`src/pkg/dsas_pkg.sv`:
```
// Constants, types and segment decoding for the dual-slope converter sequencer
package dsas_pkg;

  localparam logic [1:0]  DIV_LAST         = 2'h3;
  localparam int          DIV_RATIO        = 4;
  localparam logic [13:0] AZ_MIN_PULSES    = 14'h0FA0;
  localparam logic [13:0] AZ_MAX_PULSES    = 14'h2EE0;
  localparam logic [13:0] SI_PULSES        = 14'h0FA0;
  localparam logic [13:0] RI_MAX_PULSES    = 14'h1F40;
  localparam int          CYCLE_PULSES     = 16000;
  localparam logic [5:0]  PRE_LAST         = 6'h27;
  localparam logic [3:0]  BCD_NINE         = 4'h9;

  typedef enum logic [1:0] {
    DSAS_NULL  = 2'h0,
    DSAS_INTEG = 2'h1,
    DSAS_DEINT = 2'h3
  } dsas_phase_t;

  typedef struct packed {
    logic input_gate;
    logic null_short;
    logic null_loop;
    logic low_to_common;
    logic ref_plus;
    logic ref_minus;
    logic deint;
  } dsas_gates_t;

  typedef struct packed {
    logic a;
    logic b;
    logic c;
    logic d;
    logic e;
    logic f;
    logic g;
  } dsas_seg_t;

  typedef struct packed {
    dsas_phase_t phase;
    logic [1:0]  div;
    logic [13:0] cnt;
    logic [5:0]  pre;
    logic [3:0]  ones;
    logic [3:0]  tens;
    logic        hund;
    logic        sign_neg;
    logic        comp_s1;
    logic        comp_s2;
    logic        lamp_s1;
    logic        lamp_s2;
    logic        disp_neg;
    logic [3:0]  disp_ones;
    logic [3:0]  disp_tens;
    logic        disp_hund;
    dsas_gates_t gates;
    logic        minus_n;
    logic        hund_n;
    dsas_seg_t   ones_seg_n;
    dsas_seg_t   tens_seg_n;
  } dsas_state_t;

  localparam dsas_gates_t GATES_RESET = 7'h30;
  localparam dsas_seg_t   SEG_OFF     = 7'h7F;
  localparam dsas_state_t STATE_RESET = '{
    phase: DSAS_NULL, div: 2'h0, cnt: 14'h0000, pre: 6'h00, ones: 4'h0, tens: 4'h0,
    hund: 1'b0, sign_neg: 1'b0, comp_s1: 1'b0, comp_s2: 1'b0, lamp_s1: 1'b0,
    lamp_s2: 1'b0, disp_neg: 1'b0, disp_ones: 4'h0, disp_tens: 4'h0, disp_hund: 1'b0,
    gates: GATES_RESET, minus_n: 1'b1, hund_n: 1'b1, ones_seg_n: SEG_OFF,
    tens_seg_n: SEG_OFF};

  // Active-high a..g pattern for one decimal digit
  function automatic dsas_seg_t dsas_decode(input logic [3:0] digit);
    dsas_seg_t s;
    s = 7'h00;
    case (digit)
      4'h0: s = 7'h7E;
      4'h1: s = 7'h30;
      4'h2: s = 7'h6D;
      4'h3: s = 7'h79;
      4'h4: s = 7'h33;
      4'h5: s = 7'h5B;
      4'h6: s = 7'h5F;
      4'h7: s = 7'h70;
      4'h8: s = 7'h7F;
      4'h9: s = 7'h7B;
      default: s = 7'h00;
    endcase
    return s;
  endfunction

endpackage

```
`src/rtl/dsas_sequencer.sv`:
```
// Measurement sequencer, reading counters and LED segment drive of the converter
`timescale 1ns/10ps
`default_nettype none

module dsas_sequencer (
  input  wire logic CORE_CLK,
  input  wire logic RESET_N,
  input  wire logic COMPARATOR_HIGH,
  input  wire logic LAMP_TEST,
  output var  logic INPUT_GATE,
  output var  logic NULL_SHORT,
  output var  logic NULL_LOOP,
  output var  logic LOW_TO_COMMON,
  output var  logic REF_PLUS_GATE,
  output var  logic REF_MINUS_GATE,
  output var  logic DEINTEGRATE_PHASE,
  output var  logic MINUS_SIGN_DRIVE_N,
  output var  logic HUNDREDS_DIGIT_DRIVE_N,
  output var  logic ONES_SEGMENT_A_N,
  output var  logic ONES_SEGMENT_B_N,
  output var  logic ONES_SEGMENT_C_N,
  output var  logic ONES_SEGMENT_D_N,
  output var  logic ONES_SEGMENT_E_N,
  output var  logic ONES_SEGMENT_F_N,
  output var  logic ONES_SEGMENT_G_N,
  output var  logic TENS_SEGMENT_A_N,
  output var  logic TENS_SEGMENT_B_N,
  output var  logic TENS_SEGMENT_C_N,
  output var  logic TENS_SEGMENT_D_N,
  output var  logic TENS_SEGMENT_E_N,
  output var  logic TENS_SEGMENT_F_N,
  output var  logic TENS_SEGMENT_G_N
);

  dsas_pkg::dsas_state_t st_reg;
  dsas_pkg::dsas_state_t st_next;
  logic                  tick;
  logic                  crossed;
  logic                  finish;
  logic [13:0]           cnt_inc;

  always_comb begin
    st_next = st_reg;
    finish  = 1'b0;
    // Two-stage synchronisers for the comparator and lamp-test pins
    st_next.comp_s1 = COMPARATOR_HIGH;
    st_next.comp_s2 = st_reg.comp_s1;
    st_next.lamp_s1 = LAMP_TEST;
    st_next.lamp_s2 = st_reg.lamp_s1;
    st_next.div = st_reg.div + 2'h1;
    tick    = (st_reg.div == dsas_pkg::DIV_LAST);
    cnt_inc = st_reg.cnt + 14'h0001;
    // Integrator has crossed back once the comparator agrees with the held sign
    crossed = (st_reg.comp_s2 == st_reg.sign_neg);
    if (tick) begin
      unique case (st_reg.phase)
        dsas_pkg::DSAS_NULL: begin
          // Null starts at the pulses used by deintegration, so its end is fixed
          if (cnt_inc == dsas_pkg::AZ_MAX_PULSES) begin
            st_next.phase = dsas_pkg::DSAS_INTEG;
            st_next.cnt   = 14'h0000;
          end else begin
            st_next.cnt = cnt_inc;
          end
        end
        dsas_pkg::DSAS_INTEG: begin
          if (cnt_inc == dsas_pkg::SI_PULSES) begin
            st_next.phase    = dsas_pkg::DSAS_DEINT;
            st_next.cnt      = 14'h0000;
            st_next.sign_neg = ~st_reg.comp_s2;
            st_next.pre      = 6'h00;
            st_next.ones     = 4'h0;
            st_next.tens     = 4'h0;
            st_next.hund     = 1'b0;
          end else begin
            st_next.cnt = cnt_inc;
          end
        end
        dsas_pkg::DSAS_DEINT: begin
          // The crossing pulse is spent as well, so the cycle keeps its fixed total
          st_next.cnt = cnt_inc;
          if (crossed) begin
            finish = 1'b1;
          end else begin
            // One display count per forty pulses gives 100 x Vin / Vref
            if (st_reg.pre == dsas_pkg::PRE_LAST) begin
              st_next.pre = 6'h00;
              if (!(st_reg.hund && st_reg.tens == dsas_pkg::BCD_NINE &&
                    st_reg.ones == dsas_pkg::BCD_NINE)) begin
                if (st_reg.ones == dsas_pkg::BCD_NINE) begin
                  st_next.ones = 4'h0;
                  if (st_reg.tens == dsas_pkg::BCD_NINE) begin
                    st_next.tens = 4'h0;
                    st_next.hund = 1'b1;
                  end else begin
                    st_next.tens = st_reg.tens + 4'h1;
                  end
                end else begin
                  st_next.ones = st_reg.ones + 4'h1;
                end
              end
            end else begin
              st_next.pre = st_reg.pre + 6'h01;
            end
            if (cnt_inc == dsas_pkg::RI_MAX_PULSES) begin
              finish = 1'b1;
            end
          end
          if (finish) begin
            // Count is kept so the next null phase absorbs the unused time
            st_next.phase = dsas_pkg::DSAS_NULL;
          end
        end
        default: begin
          st_next.phase = dsas_pkg::DSAS_NULL;
          st_next.cnt   = 14'h0000;
        end
      endcase
    end
    if (finish) begin
      st_next.disp_neg  = st_reg.sign_neg;
      st_next.disp_ones = st_next.ones;
      st_next.disp_tens = st_next.tens;
      st_next.disp_hund = st_next.hund;
    end
    // Analog gate controls follow the phase being entered
    st_next.gates = '0;
    unique case (st_next.phase)
      dsas_pkg::DSAS_NULL: begin
        st_next.gates.null_short = 1'b1;
        st_next.gates.null_loop  = 1'b1;
      end
      dsas_pkg::DSAS_INTEG: begin
        st_next.gates.input_gate = 1'b1;
      end
      dsas_pkg::DSAS_DEINT: begin
        st_next.gates.low_to_common = 1'b1;
        st_next.gates.deint         = 1'b1;
        st_next.gates.ref_plus      = st_next.sign_neg;
        st_next.gates.ref_minus     = ~st_next.sign_neg;
      end
      default: begin
        st_next.gates = dsas_pkg::GATES_RESET;
      end
    endcase
    // Common-anode drive: a lit segment is a low output
    if (st_reg.lamp_s2) begin
      st_next.minus_n    = 1'b0;
      st_next.hund_n     = 1'b0;
      st_next.ones_seg_n = '0;
      st_next.tens_seg_n = '0;
    end else begin
      st_next.minus_n    = ~st_reg.disp_neg;
      st_next.hund_n     = ~st_reg.disp_hund;
      st_next.ones_seg_n = ~dsas_pkg::dsas_decode(st_reg.disp_ones);
      st_next.tens_seg_n = ~dsas_pkg::dsas_decode(st_reg.disp_tens);
    end
  end

  always_ff @(posedge CORE_CLK or negedge RESET_N) begin
    if (!RESET_N) begin
      st_reg <= dsas_pkg::STATE_RESET;
    end else begin
      st_reg <= st_next;
    end
  end

  assign INPUT_GATE             = st_reg.gates.input_gate;
  assign NULL_SHORT             = st_reg.gates.null_short;
  assign NULL_LOOP              = st_reg.gates.null_loop;
  assign LOW_TO_COMMON          = st_reg.gates.low_to_common;
  assign REF_PLUS_GATE          = st_reg.gates.ref_plus;
  assign REF_MINUS_GATE         = st_reg.gates.ref_minus;
  assign DEINTEGRATE_PHASE      = st_reg.gates.deint;
  assign MINUS_SIGN_DRIVE_N     = st_reg.minus_n;
  assign HUNDREDS_DIGIT_DRIVE_N = st_reg.hund_n;
  assign ONES_SEGMENT_A_N       = st_reg.ones_seg_n.a;
  assign ONES_SEGMENT_B_N       = st_reg.ones_seg_n.b;
  assign ONES_SEGMENT_C_N       = st_reg.ones_seg_n.c;
  assign ONES_SEGMENT_D_N       = st_reg.ones_seg_n.d;
  assign ONES_SEGMENT_E_N       = st_reg.ones_seg_n.e;
  assign ONES_SEGMENT_F_N       = st_reg.ones_seg_n.f;
  assign ONES_SEGMENT_G_N       = st_reg.ones_seg_n.g;
  assign TENS_SEGMENT_A_N       = st_reg.tens_seg_n.a;
  assign TENS_SEGMENT_B_N       = st_reg.tens_seg_n.b;
  assign TENS_SEGMENT_C_N       = st_reg.tens_seg_n.c;
  assign TENS_SEGMENT_D_N       = st_reg.tens_seg_n.d;
  assign TENS_SEGMENT_E_N       = st_reg.tens_seg_n.e;
  assign TENS_SEGMENT_F_N       = st_reg.tens_seg_n.f;
  assign TENS_SEGMENT_G_N       = st_reg.tens_seg_n.g;

  // Cycle counters read only by the checks below
  localparam int AZ_MIN_CYC = int'(dsas_pkg::AZ_MIN_PULSES) * dsas_pkg::DIV_RATIO;
  localparam int AZ_MAX_CYC = int'(dsas_pkg::AZ_MAX_PULSES) * dsas_pkg::DIV_RATIO;
  localparam int SI_CYC     = int'(dsas_pkg::SI_PULSES) * dsas_pkg::DIV_RATIO;
  localparam int RI_MAX_CYC = int'(dsas_pkg::RI_MAX_PULSES) * dsas_pkg::DIV_RATIO;
  localparam int TOTAL_CYC  = dsas_pkg::CYCLE_PULSES * dsas_pkg::DIV_RATIO;

  logic [16:0] phase_cyc;
  logic [16:0] total_cyc;
  logic        cycle_seen;
  logic [7:0]  ri_pulses;

  always_ff @(posedge CORE_CLK or negedge RESET_N) begin
    if (!RESET_N) begin
      phase_cyc  <= 17'h00000;
      total_cyc  <= 17'h00000;
      cycle_seen <= 1'b0;
    end else begin
      phase_cyc <= (st_next.phase != st_reg.phase) ? 17'h00000 : phase_cyc + 17'h00001;
      if (st_next.phase == dsas_pkg::DSAS_NULL && st_reg.phase == dsas_pkg::DSAS_DEINT) begin
        total_cyc  <= 17'h00000;
        cycle_seen <= 1'b1;
      end else begin
        total_cyc <= total_cyc + 17'h00001;
      end
    end
  end

  assign ri_pulses = 8'(({1'b0, st_reg.disp_hund} * 8'h64) + (st_reg.disp_tens * 8'h0A)
                         + st_reg.disp_ones);

  phase_order_a: assert property (@(posedge CORE_CLK) disable iff (!RESET_N)
    $changed(st_reg.phase) |->
      (st_reg.phase == dsas_pkg::DSAS_INTEG && $past(st_reg.phase) == dsas_pkg::DSAS_NULL) ||
      (st_reg.phase == dsas_pkg::DSAS_DEINT && $past(st_reg.phase) == dsas_pkg::DSAS_INTEG) ||
      (st_reg.phase == dsas_pkg::DSAS_NULL && $past(st_reg.phase) == dsas_pkg::DSAS_DEINT))
    else $error("phase order broken");

  null_gates_a: assert property (@(posedge CORE_CLK) disable iff (!RESET_N)
    st_reg.phase == dsas_pkg::DSAS_NULL |->
      NULL_SHORT && NULL_LOOP && !INPUT_GATE && !REF_PLUS_GATE && !REF_MINUS_GATE)
    else $error("null phase gates wrong");

  null_length_a: assert property (@(posedge CORE_CLK) disable iff (!RESET_N)
    ($changed(st_reg.phase) && $past(st_reg.phase) == dsas_pkg::DSAS_NULL) |->
      ($past(phase_cyc) + 17'h00001 >= 17'(AZ_MIN_CYC)) &&
      ($past(phase_cyc) + 17'h00001 <= 17'(AZ_MAX_CYC)))
    else $error("null phase length out of range");

  integ_length_a: assert property (@(posedge CORE_CLK) disable iff (!RESET_N)
    ($changed(st_reg.phase) && $past(st_reg.phase) == dsas_pkg::DSAS_INTEG) |->
      $past(phase_cyc) == 17'(SI_CYC - 1))
    else $error("integration length wrong");

  integ_gates_a: assert property (@(posedge CORE_CLK) disable iff (!RESET_N)
    st_reg.phase == dsas_pkg::DSAS_INTEG |-> INPUT_GATE && !NULL_SHORT && !NULL_LOOP)
    else $error("integration gates wrong");

  sign_latch_a: assert property (@(posedge CORE_CLK) disable iff (!RESET_N)
    (st_reg.phase == dsas_pkg::DSAS_DEINT && $past(st_reg.phase) == dsas_pkg::DSAS_INTEG) |->
      st_reg.sign_neg == !$past(st_reg.comp_s2))
    else $error("sign not latched from comparator");

  ref_polarity_a: assert property (@(posedge CORE_CLK) disable iff (!RESET_N)
    st_reg.phase == dsas_pkg::DSAS_DEINT |->
      LOW_TO_COMMON && DEINTEGRATE_PHASE && (REF_PLUS_GATE == st_reg.sign_neg) &&
      (REF_MINUS_GATE != st_reg.sign_neg))
    else $error("reference polarity wrong");

  deint_bound_a: assert property (@(posedge CORE_CLK) disable iff (!RESET_N)
    st_reg.phase == dsas_pkg::DSAS_DEINT |-> phase_cyc < 17'(RI_MAX_CYC))
    else $error("deintegration too long");

  full_cycle_a: assert property (@(posedge CORE_CLK) disable iff (!RESET_N)
    ($changed(st_reg.phase) && st_reg.phase == dsas_pkg::DSAS_NULL && $past(cycle_seen)) |->
      $past(total_cyc) == 17'(TOTAL_CYC - 1))
    else $error("measurement cycle not constant");

  reading_max_a: assert property (@(posedge CORE_CLK) disable iff (!RESET_N)
    ri_pulses <= 8'hC7)
    else $error("reading above full scale");

  lamp_all_a: assert property (@(posedge CORE_CLK) disable iff (!RESET_N)
    st_reg.lamp_s2 |=> !MINUS_SIGN_DRIVE_N && !HUNDREDS_DIGIT_DRIVE_N &&
      st_reg.ones_seg_n == '0 && st_reg.tens_seg_n == '0)
    else $error("lamp test not lighting all");

  minus_sign_a: assert property (@(posedge CORE_CLK) disable iff (!RESET_N)
    !st_reg.lamp_s2 |=> MINUS_SIGN_DRIVE_N == !$past(st_reg.disp_neg))
    else $error("minus sign drive wrong");

  hundreds_a: assert property (@(posedge CORE_CLK) disable iff (!RESET_N)
    !st_reg.lamp_s2 |=> HUNDREDS_DIGIT_DRIVE_N == ($past(ri_pulses) < 8'h64))
    else $error("hundreds drive wrong");

  ones_decode_a: assert property (@(posedge CORE_CLK) disable iff (!RESET_N)
    (!st_reg.lamp_s2 && st_reg.disp_ones == 4'h1) |=>
      st_reg.ones_seg_n == 7'h4F)
    else $error("ones digit one pattern wrong");

endmodule

`default_nettype wire
```
`config.mk`:
```
export PLATFORM = sky130hd
export DESIGN_NAME = dsas_sequencer
export DESIGN_NICKNAME = d
export VERILOG_FILES = /design/src/pkg/dsas_pkg.sv /design/src/rtl/dsas_sequencer.sv
export SDC_FILE = /design/constraint.sdc
export NUM_CORES = 1
export LEC_CHECK = 0
export ABC_AREA = 1
export CORE_MARGIN = 1.5
export CORE_UTILIZATION = 35
export CTS_BUF_LIST = sky130_fd_sc_hd__clkbuf_8
export DETAILED_ROUTE_END_ITERATION = 10
export DONT_BUFFER_PORTS = 1
export PLACE_DENSITY = 0.56
export SLEW_MARGIN = 40
export SYNTH_ARGS = -nofsm -noshare
export SYNTH_HDL_FRONTEND = slang
export SYNTH_SLANG_ARGS = --single-unit
```
`constraint.sdc`:
```
create_clock -name CORE_CLK -period 4.9 [get_ports CORE_CLK]
set_clock_uncertainty 0.05 [all_clocks]
set_input_delay 0.245 -clock CORE_CLK [delete_from_list [all_inputs] [get_ports CORE_CLK]]
set_output_delay 0.245 -clock CORE_CLK [all_outputs]
set_load 0.005 [all_outputs]
```
[Word-level counts from Yosys, hierarchy flattened]
Memory sizes are Yosys's and may differ from the RTL's.
Cells that the tools add are included.
Word-level totals
  logic and storage cells: 104
  memories: 2
  memory bits (read-only): 224
  output and inout port bits: 23
  input port bits: 4
  register bits: 71
Cells by class
  equality and inequality tests: 14
  muxes and demuxes: 32
  add/subtract/negate cells: 5
  reductions and logical operators: 6
  bitwise logic cells: 6
Memories
  (name not given): words 16, width 7, rd ports 1, clocked after Yosys merged registers in 0, wr ports 0, RTL line dsas_pkg.sv:77  | case (digit)
  (name not given): words 16, width 7, rd ports 1, clocked after Yosys merged registers in 0, wr ports 0, RTL line dsas_pkg.sv:77
Operators by type and width (number)
  14-bit case mux with 3 select lines: 1
  16-bit 2-to-1 mux: 2
  15-bit case mux with 2 select lines: 1
  14-bit 2-to-1 mux: 2
  9-bit 2-to-1 mux: 2
  15-bit 2-to-1 mux: 1
  14-bit by 1-bit adder with 14-bit output (second input constant): 1
  14-bit by 12-bit equality test with 1-bit output (second input constant): 1
  14-bit by 13-bit equality test with 1-bit output (second input constant): 1
  14-bit equality test (second input constant): 1
  7-bit 2-to-1 mux: 2
  7-bit inverter: 2
  4-bit 2-to-1 mux: 3
  10-bit 2-to-1 mux: 1
  2-bit 2-to-1 mux: 5
  1-bit 2-to-1 mux: 9
  4-bit by 1-bit adder with 4-bit output (second input constant): 2
  4-bit equality test (second input constant): 2
  6-bit by 1-bit adder with 6-bit output (second input constant): 1
  2-bit equality test (second input constant): 3
  6-bit equality test (second input constant): 1
  6-bit 2-to-1 mux: 1
  2-bit case mux with 3 select lines: 1
  5-bit 2-to-1 mux: 1
  10 further kinds: 16

[Longest topological paths before layout]
  depth in word-level cells: 12
  depth in mapped cells: 15
  mapped depth without buffers: 15

[Worst setup path after synthesis]
Ideal clock, no wire load.
  path type: reg-to-reg
  start: register st_reg[53] (netlist bit)
  end: register st_reg[29] (netlist bit)
  setup time: 117 ps
  stages on the path, launching flop included: 12
  path buffers: 1
  period minus slack after synthesis: 1937 ps
  arrival: 1770 ps
  data required time: 4733 ps
  slack: 2963 ps
  cells stage by stage: dfrtp_1 ha_1 nand3_1 xor2_1 nand3_1 nor2_1 nand4_4 nand2_1 nand2_1 buf_4 nand2_1 nand2_1
Between the ends
  cells in the longest elaborated chain, start to end: 8
  elaborated cells between the ends (all ways): 12
  classes of those cells: add/sub: 1; eq/ne: 2; mux: 9
Ends and longest elaborated chain
  start, declared: RTL line dsas_sequencer.sv:35  | dsas_pkg::dsas_state_t st_reg;
  start signal, assigned: RTL line dsas_sequencer.sv:162  | st_reg <= dsas_pkg::STATE_RESET;
  start signal, assigned: RTL line dsas_sequencer.sv:164  | st_reg <= st_next;
  14-bit by 1-bit adder with 14-bit output (*): RTL line dsas_sequencer.sv:52  | cnt_inc = st_reg.cnt + 14'h0001;
  14-bit by 13-bit equality test with 1-bit output: RTL line dsas_sequencer.sv:105  | if (cnt_inc == dsas_pkg::RI_MAX_PULSES) begin
  1-bit 2-to-1 mux: RTL line dsas_sequencer.sv:105
  1-bit 2-to-1 mux: RTL line dsas_sequencer.sv:82  | if (crossed) begin
  1-bit 2-to-1 mux: RTL line dsas_sequencer.sv:56  | unique case (st_reg.phase)
  1-bit 2-to-1 mux: RTL line dsas_sequencer.sv:55  | if (tick) begin
  1-bit 2-to-1 mux: RTL line dsas_sequencer.sv:56
  1-bit 2-to-1 mux: RTL line dsas_sequencer.sv:55
Mark *: on every way between the ends. The rest lies on a longest branch, timed or not. The select of a mux whose other input is x is not followed.
A chain may end at the register's enable or synchronous reset.

[Worst setup path in the final report]
  start: register st_reg[67] (netlist bit)
  end: register st_reg[32] (netlist bit)
Between the ends
  cells in the longest elaborated chain, start to end: 2
Ends and longest elaborated chain
  2-bit equality test: RTL line dsas_sequencer.sv:51  | tick = (st_reg.div == dsas_pkg::DIV_LAST);
  1-bit 2-to-1 mux: RTL line dsas_sequencer.sv:55
Every way passes these cells.

==> impl_metrics.tcl <==
set metrics [dict create \
    internal-power_mw 0.827 \
    cp.arrival_ns 2.82 \
    grtUsageTotal_pct 15.2 \
    p_clk_share_pct 44.5 \
    cts.sinks 69 \
    h-tree-depth 3 \
    clkSlewWorstSetupHoldPaths_ns 0.08 \
    cp_max_fo 21 \
    peakVddDrop_mv 0.138 \
    startpoint_type "flip-flop" \
    vias 3113 \
    synth_top_area_share_pct 33.1 \
    p_leak_nw 2.10 \
    final_nets 530 \
    die_w_um 109 \
    synth_edf_count 0 \
    synth.avg_cell_area_um2 7.91 \
    hold_viol 0 \
    p_sw_share_pct 23.0 \
    power.density_nw_per_um2 248 \
    row_count 38 \
    final.period_utilization_pct 53.8 \
    dp_hpwl_um 5790 \
    die_h_um 109 \
    clock_latency_ns 0.36 \
    largest_reg_flops 46 \
    grt_pass1_wl_um 13900 \
    die_area_um2 11900 \
    io_pins 27 \
    yosys_warnings 0 \
    yosysTopAreaCell "dfrtp_1" \
    start_util_pct 36.1 \
    crit_type "reg2reg" \
    period_minus_slack_ns 2.64 \
    ant_nets 0 \
    synth_ff_type "dfrtp_1" \
    synthCells 497 \
    root_buffer "clkbuf_8" \
    slew_viol_final 0 \
    cts_buffers 9 \
    core_area_um2 10900 \
    firstDrtPassIters 6 \
    grt-ovfl-total 0 \
    syn_nets 520 \
    cp.required_ns 5.09 \
    gp_congestion 0.843 \
    relSlewSlack_pct 51.0 \
    grt_max_degree 70 \
    fmax_mhz 379 \
    p_comb_share_pct 1.8 \
    routedWlPerCell_um 12.5 \
    portBuffers 0 \
    antenna_found_initial 0 \
    drt_wl_total_um 8130 \
    cts_resized 0 \
    synth_seq_area_share_pct 44.5 \
    fin_util_pct 39.8 \
    drv_cap 0 \
    clk_path_buf_depth 2 \
    synth_cell_type_count 36 \
    tightest_slew_ns 0.735 \
    hold_slack_ns 0.302 \
    status "completed" \
    syn_to_final_growth_pct 10.2 \
    initialDrtViolationCount 224 \
    finalSetupViolCount 0 \
    syn_area_um2 3930 \
    route.detailed.drc 0 \
    num-fill-cells 1067 \
    p_seq_share_pct 53.7 \
    synth_seq_cells 69 \
    layout-drive-gt1-share_pct 13.7 \
    grt_pass1_vias 2984 \
    hold_path_depth 0 \
    hold_class "reg2reg" \
    synthTopCellsByArea "dfrtp_1, nand2_1, dfstp_2, inv_1, ha_1" \
    p_sw_mw 0.247 \
    endpoint_kind "flip-flop" \
    async_flop_share_pct 100 \
    reg2reg_depth 6 \
    rsz0062_at_grt "false" \
    tritoncts "yes" \
    detail_route.vias_per_cell 4.77 \
    setup_tns_ns 0 \
    diodes 0 \
]
cell type report:
type                    count  area [um2]  share of cell area, %
clock buffers              10         138                   3.18
clock inverters             6        62.6                   1.44
inverters                  71         267                   6.15
multi-input cells         352        1890                   43.5
flip-flops and latches     69        1750                   40.3
well taps                 140         175                   4.04
repair buffers              4        57.6                   1.33
synth_stat cells, types with 3 or more instances:
cell type / count
nand2_1: 139
inv_1: 68
nor2_1: 54
dfrtp_1: 52
nand3_1: 39
o21ai_0: 23
ha_1: 19
dfstp_2: 17
a21oi_1: 12
nand4_1: 9
nor2_2: 7
nand2_2: 5
xor2_1: 5
nand3_2: 4
nor2_4: 4
or2_2: 4
buf_4: 3
inv_2: 3
nor3_1: 3
o211ai_1: 3
o22ai_1: 3
routing by layer:
metal / track usage (%) / routed length [um] / vias up
met2: 22.7 / 3580 / 61
met4: 8.74 / 189 / 0
met1: 20.5 / 4060 / 1449
met3: 2.87 / 303 / 16
met5: 0 / 0 / -
li1: - / - / 1587
cell usage in the layout, fill, tap and decap left out, types with 2 or more instances in the layout:
cell type	netlist	routed
ha_1	19	19
nand3_2	4	4
nand3_1	39	39
nand4_1	9	9
inv_1	68	69
nand2_2	5	5
dlygate4sd3_1	0	3
inv_2	3	3
a22oi_1	2	2
clkbuf_8	0	10
nand3_4	2	2
nor3_1	3	3
nand2_4	2	2
o211ai_1	3	3
a21oi_1	12	12
xor2_1	5	5
o22ai_1	3	3
nor2_4	4	4
nor2_2	7	7
a211oi_1	2	2
dfrtp_1	52	52
or2_2	4	4
clkinvlp_4	0	2
o21ai_0	23	23
nand2_1	139	139
dfstp_2	17	17
nor2_1	54	54
o21ai_2	2	2
metrics by stage:
stage	power, mW	std cells	area, um2	setup slack (ns)
after floorplan	0.590	497	3930	2.96
after global placement	0.592	632	4080	2.39
after detailed placement	0.592	632	4080	2.24
after CTS	1.10	652	4330	2.19
after global routing	1.12	652	4330	1.90
final	1.07	652	4330	2.26
power groups by stage:
stage               sequential (mW)  combinational [mW]  clock (mW)
finish                        0.577              0.0197       0.478
global route                  0.577              0.0233       0.517
CTS                           0.577              0.0209       0.498
detailed placement            0.587             0.00460           0
global placement              0.587             0.00460           0
floorplan                     0.587             0.00380           0
final timing paths:
kind	slack [ns]	from	end
max	2.26	st_reg[67]	st_reg[32]
min	0.30	st_next[33]	st_reg[33]
max reg2reg	2.26	st_reg[67]	st_reg[32]
min reg2reg	0.30	st_next[33]	st_reg[33]
max in group asynchronous	4.08	RESET_N	ONES_SEGMENT_D_N
min in group asynchronous	0.35	RESET_N	st_reg[61]
worst max-delay path, cell delays in order, from the launching register on:
cell,delay (ns)
dfrtp_1,0.35
ha_1,0.63
inv_1,0.30
nor3_1,0.58
nand2_1,0.39
nand2_1,0.16
o21ai_2,0.06
repair_timing:
action / CTS / global route
buffers inserted: 0 / 0
endpoints found under the setup margin: 0 / 0
endpoints found under the hold margin: 71 / 0
hold buffers: 4 / 0
cells by family (layout without fill, tap and decap cells):
group | count (synthesis) | count (layout) | share of synthesized area (%)
compound gates | 51 | 51 | 7.77
fa+ha+maj | 19 | 19 | 6.05
simple gates | 276 | 276 | 32.8
buf+inv | 76 | 91 | 7.54
flops | 69 | 69 | 44.5
xor+xnor | 6 | 6 | 1.34
(Power assumes the default switching activity.)
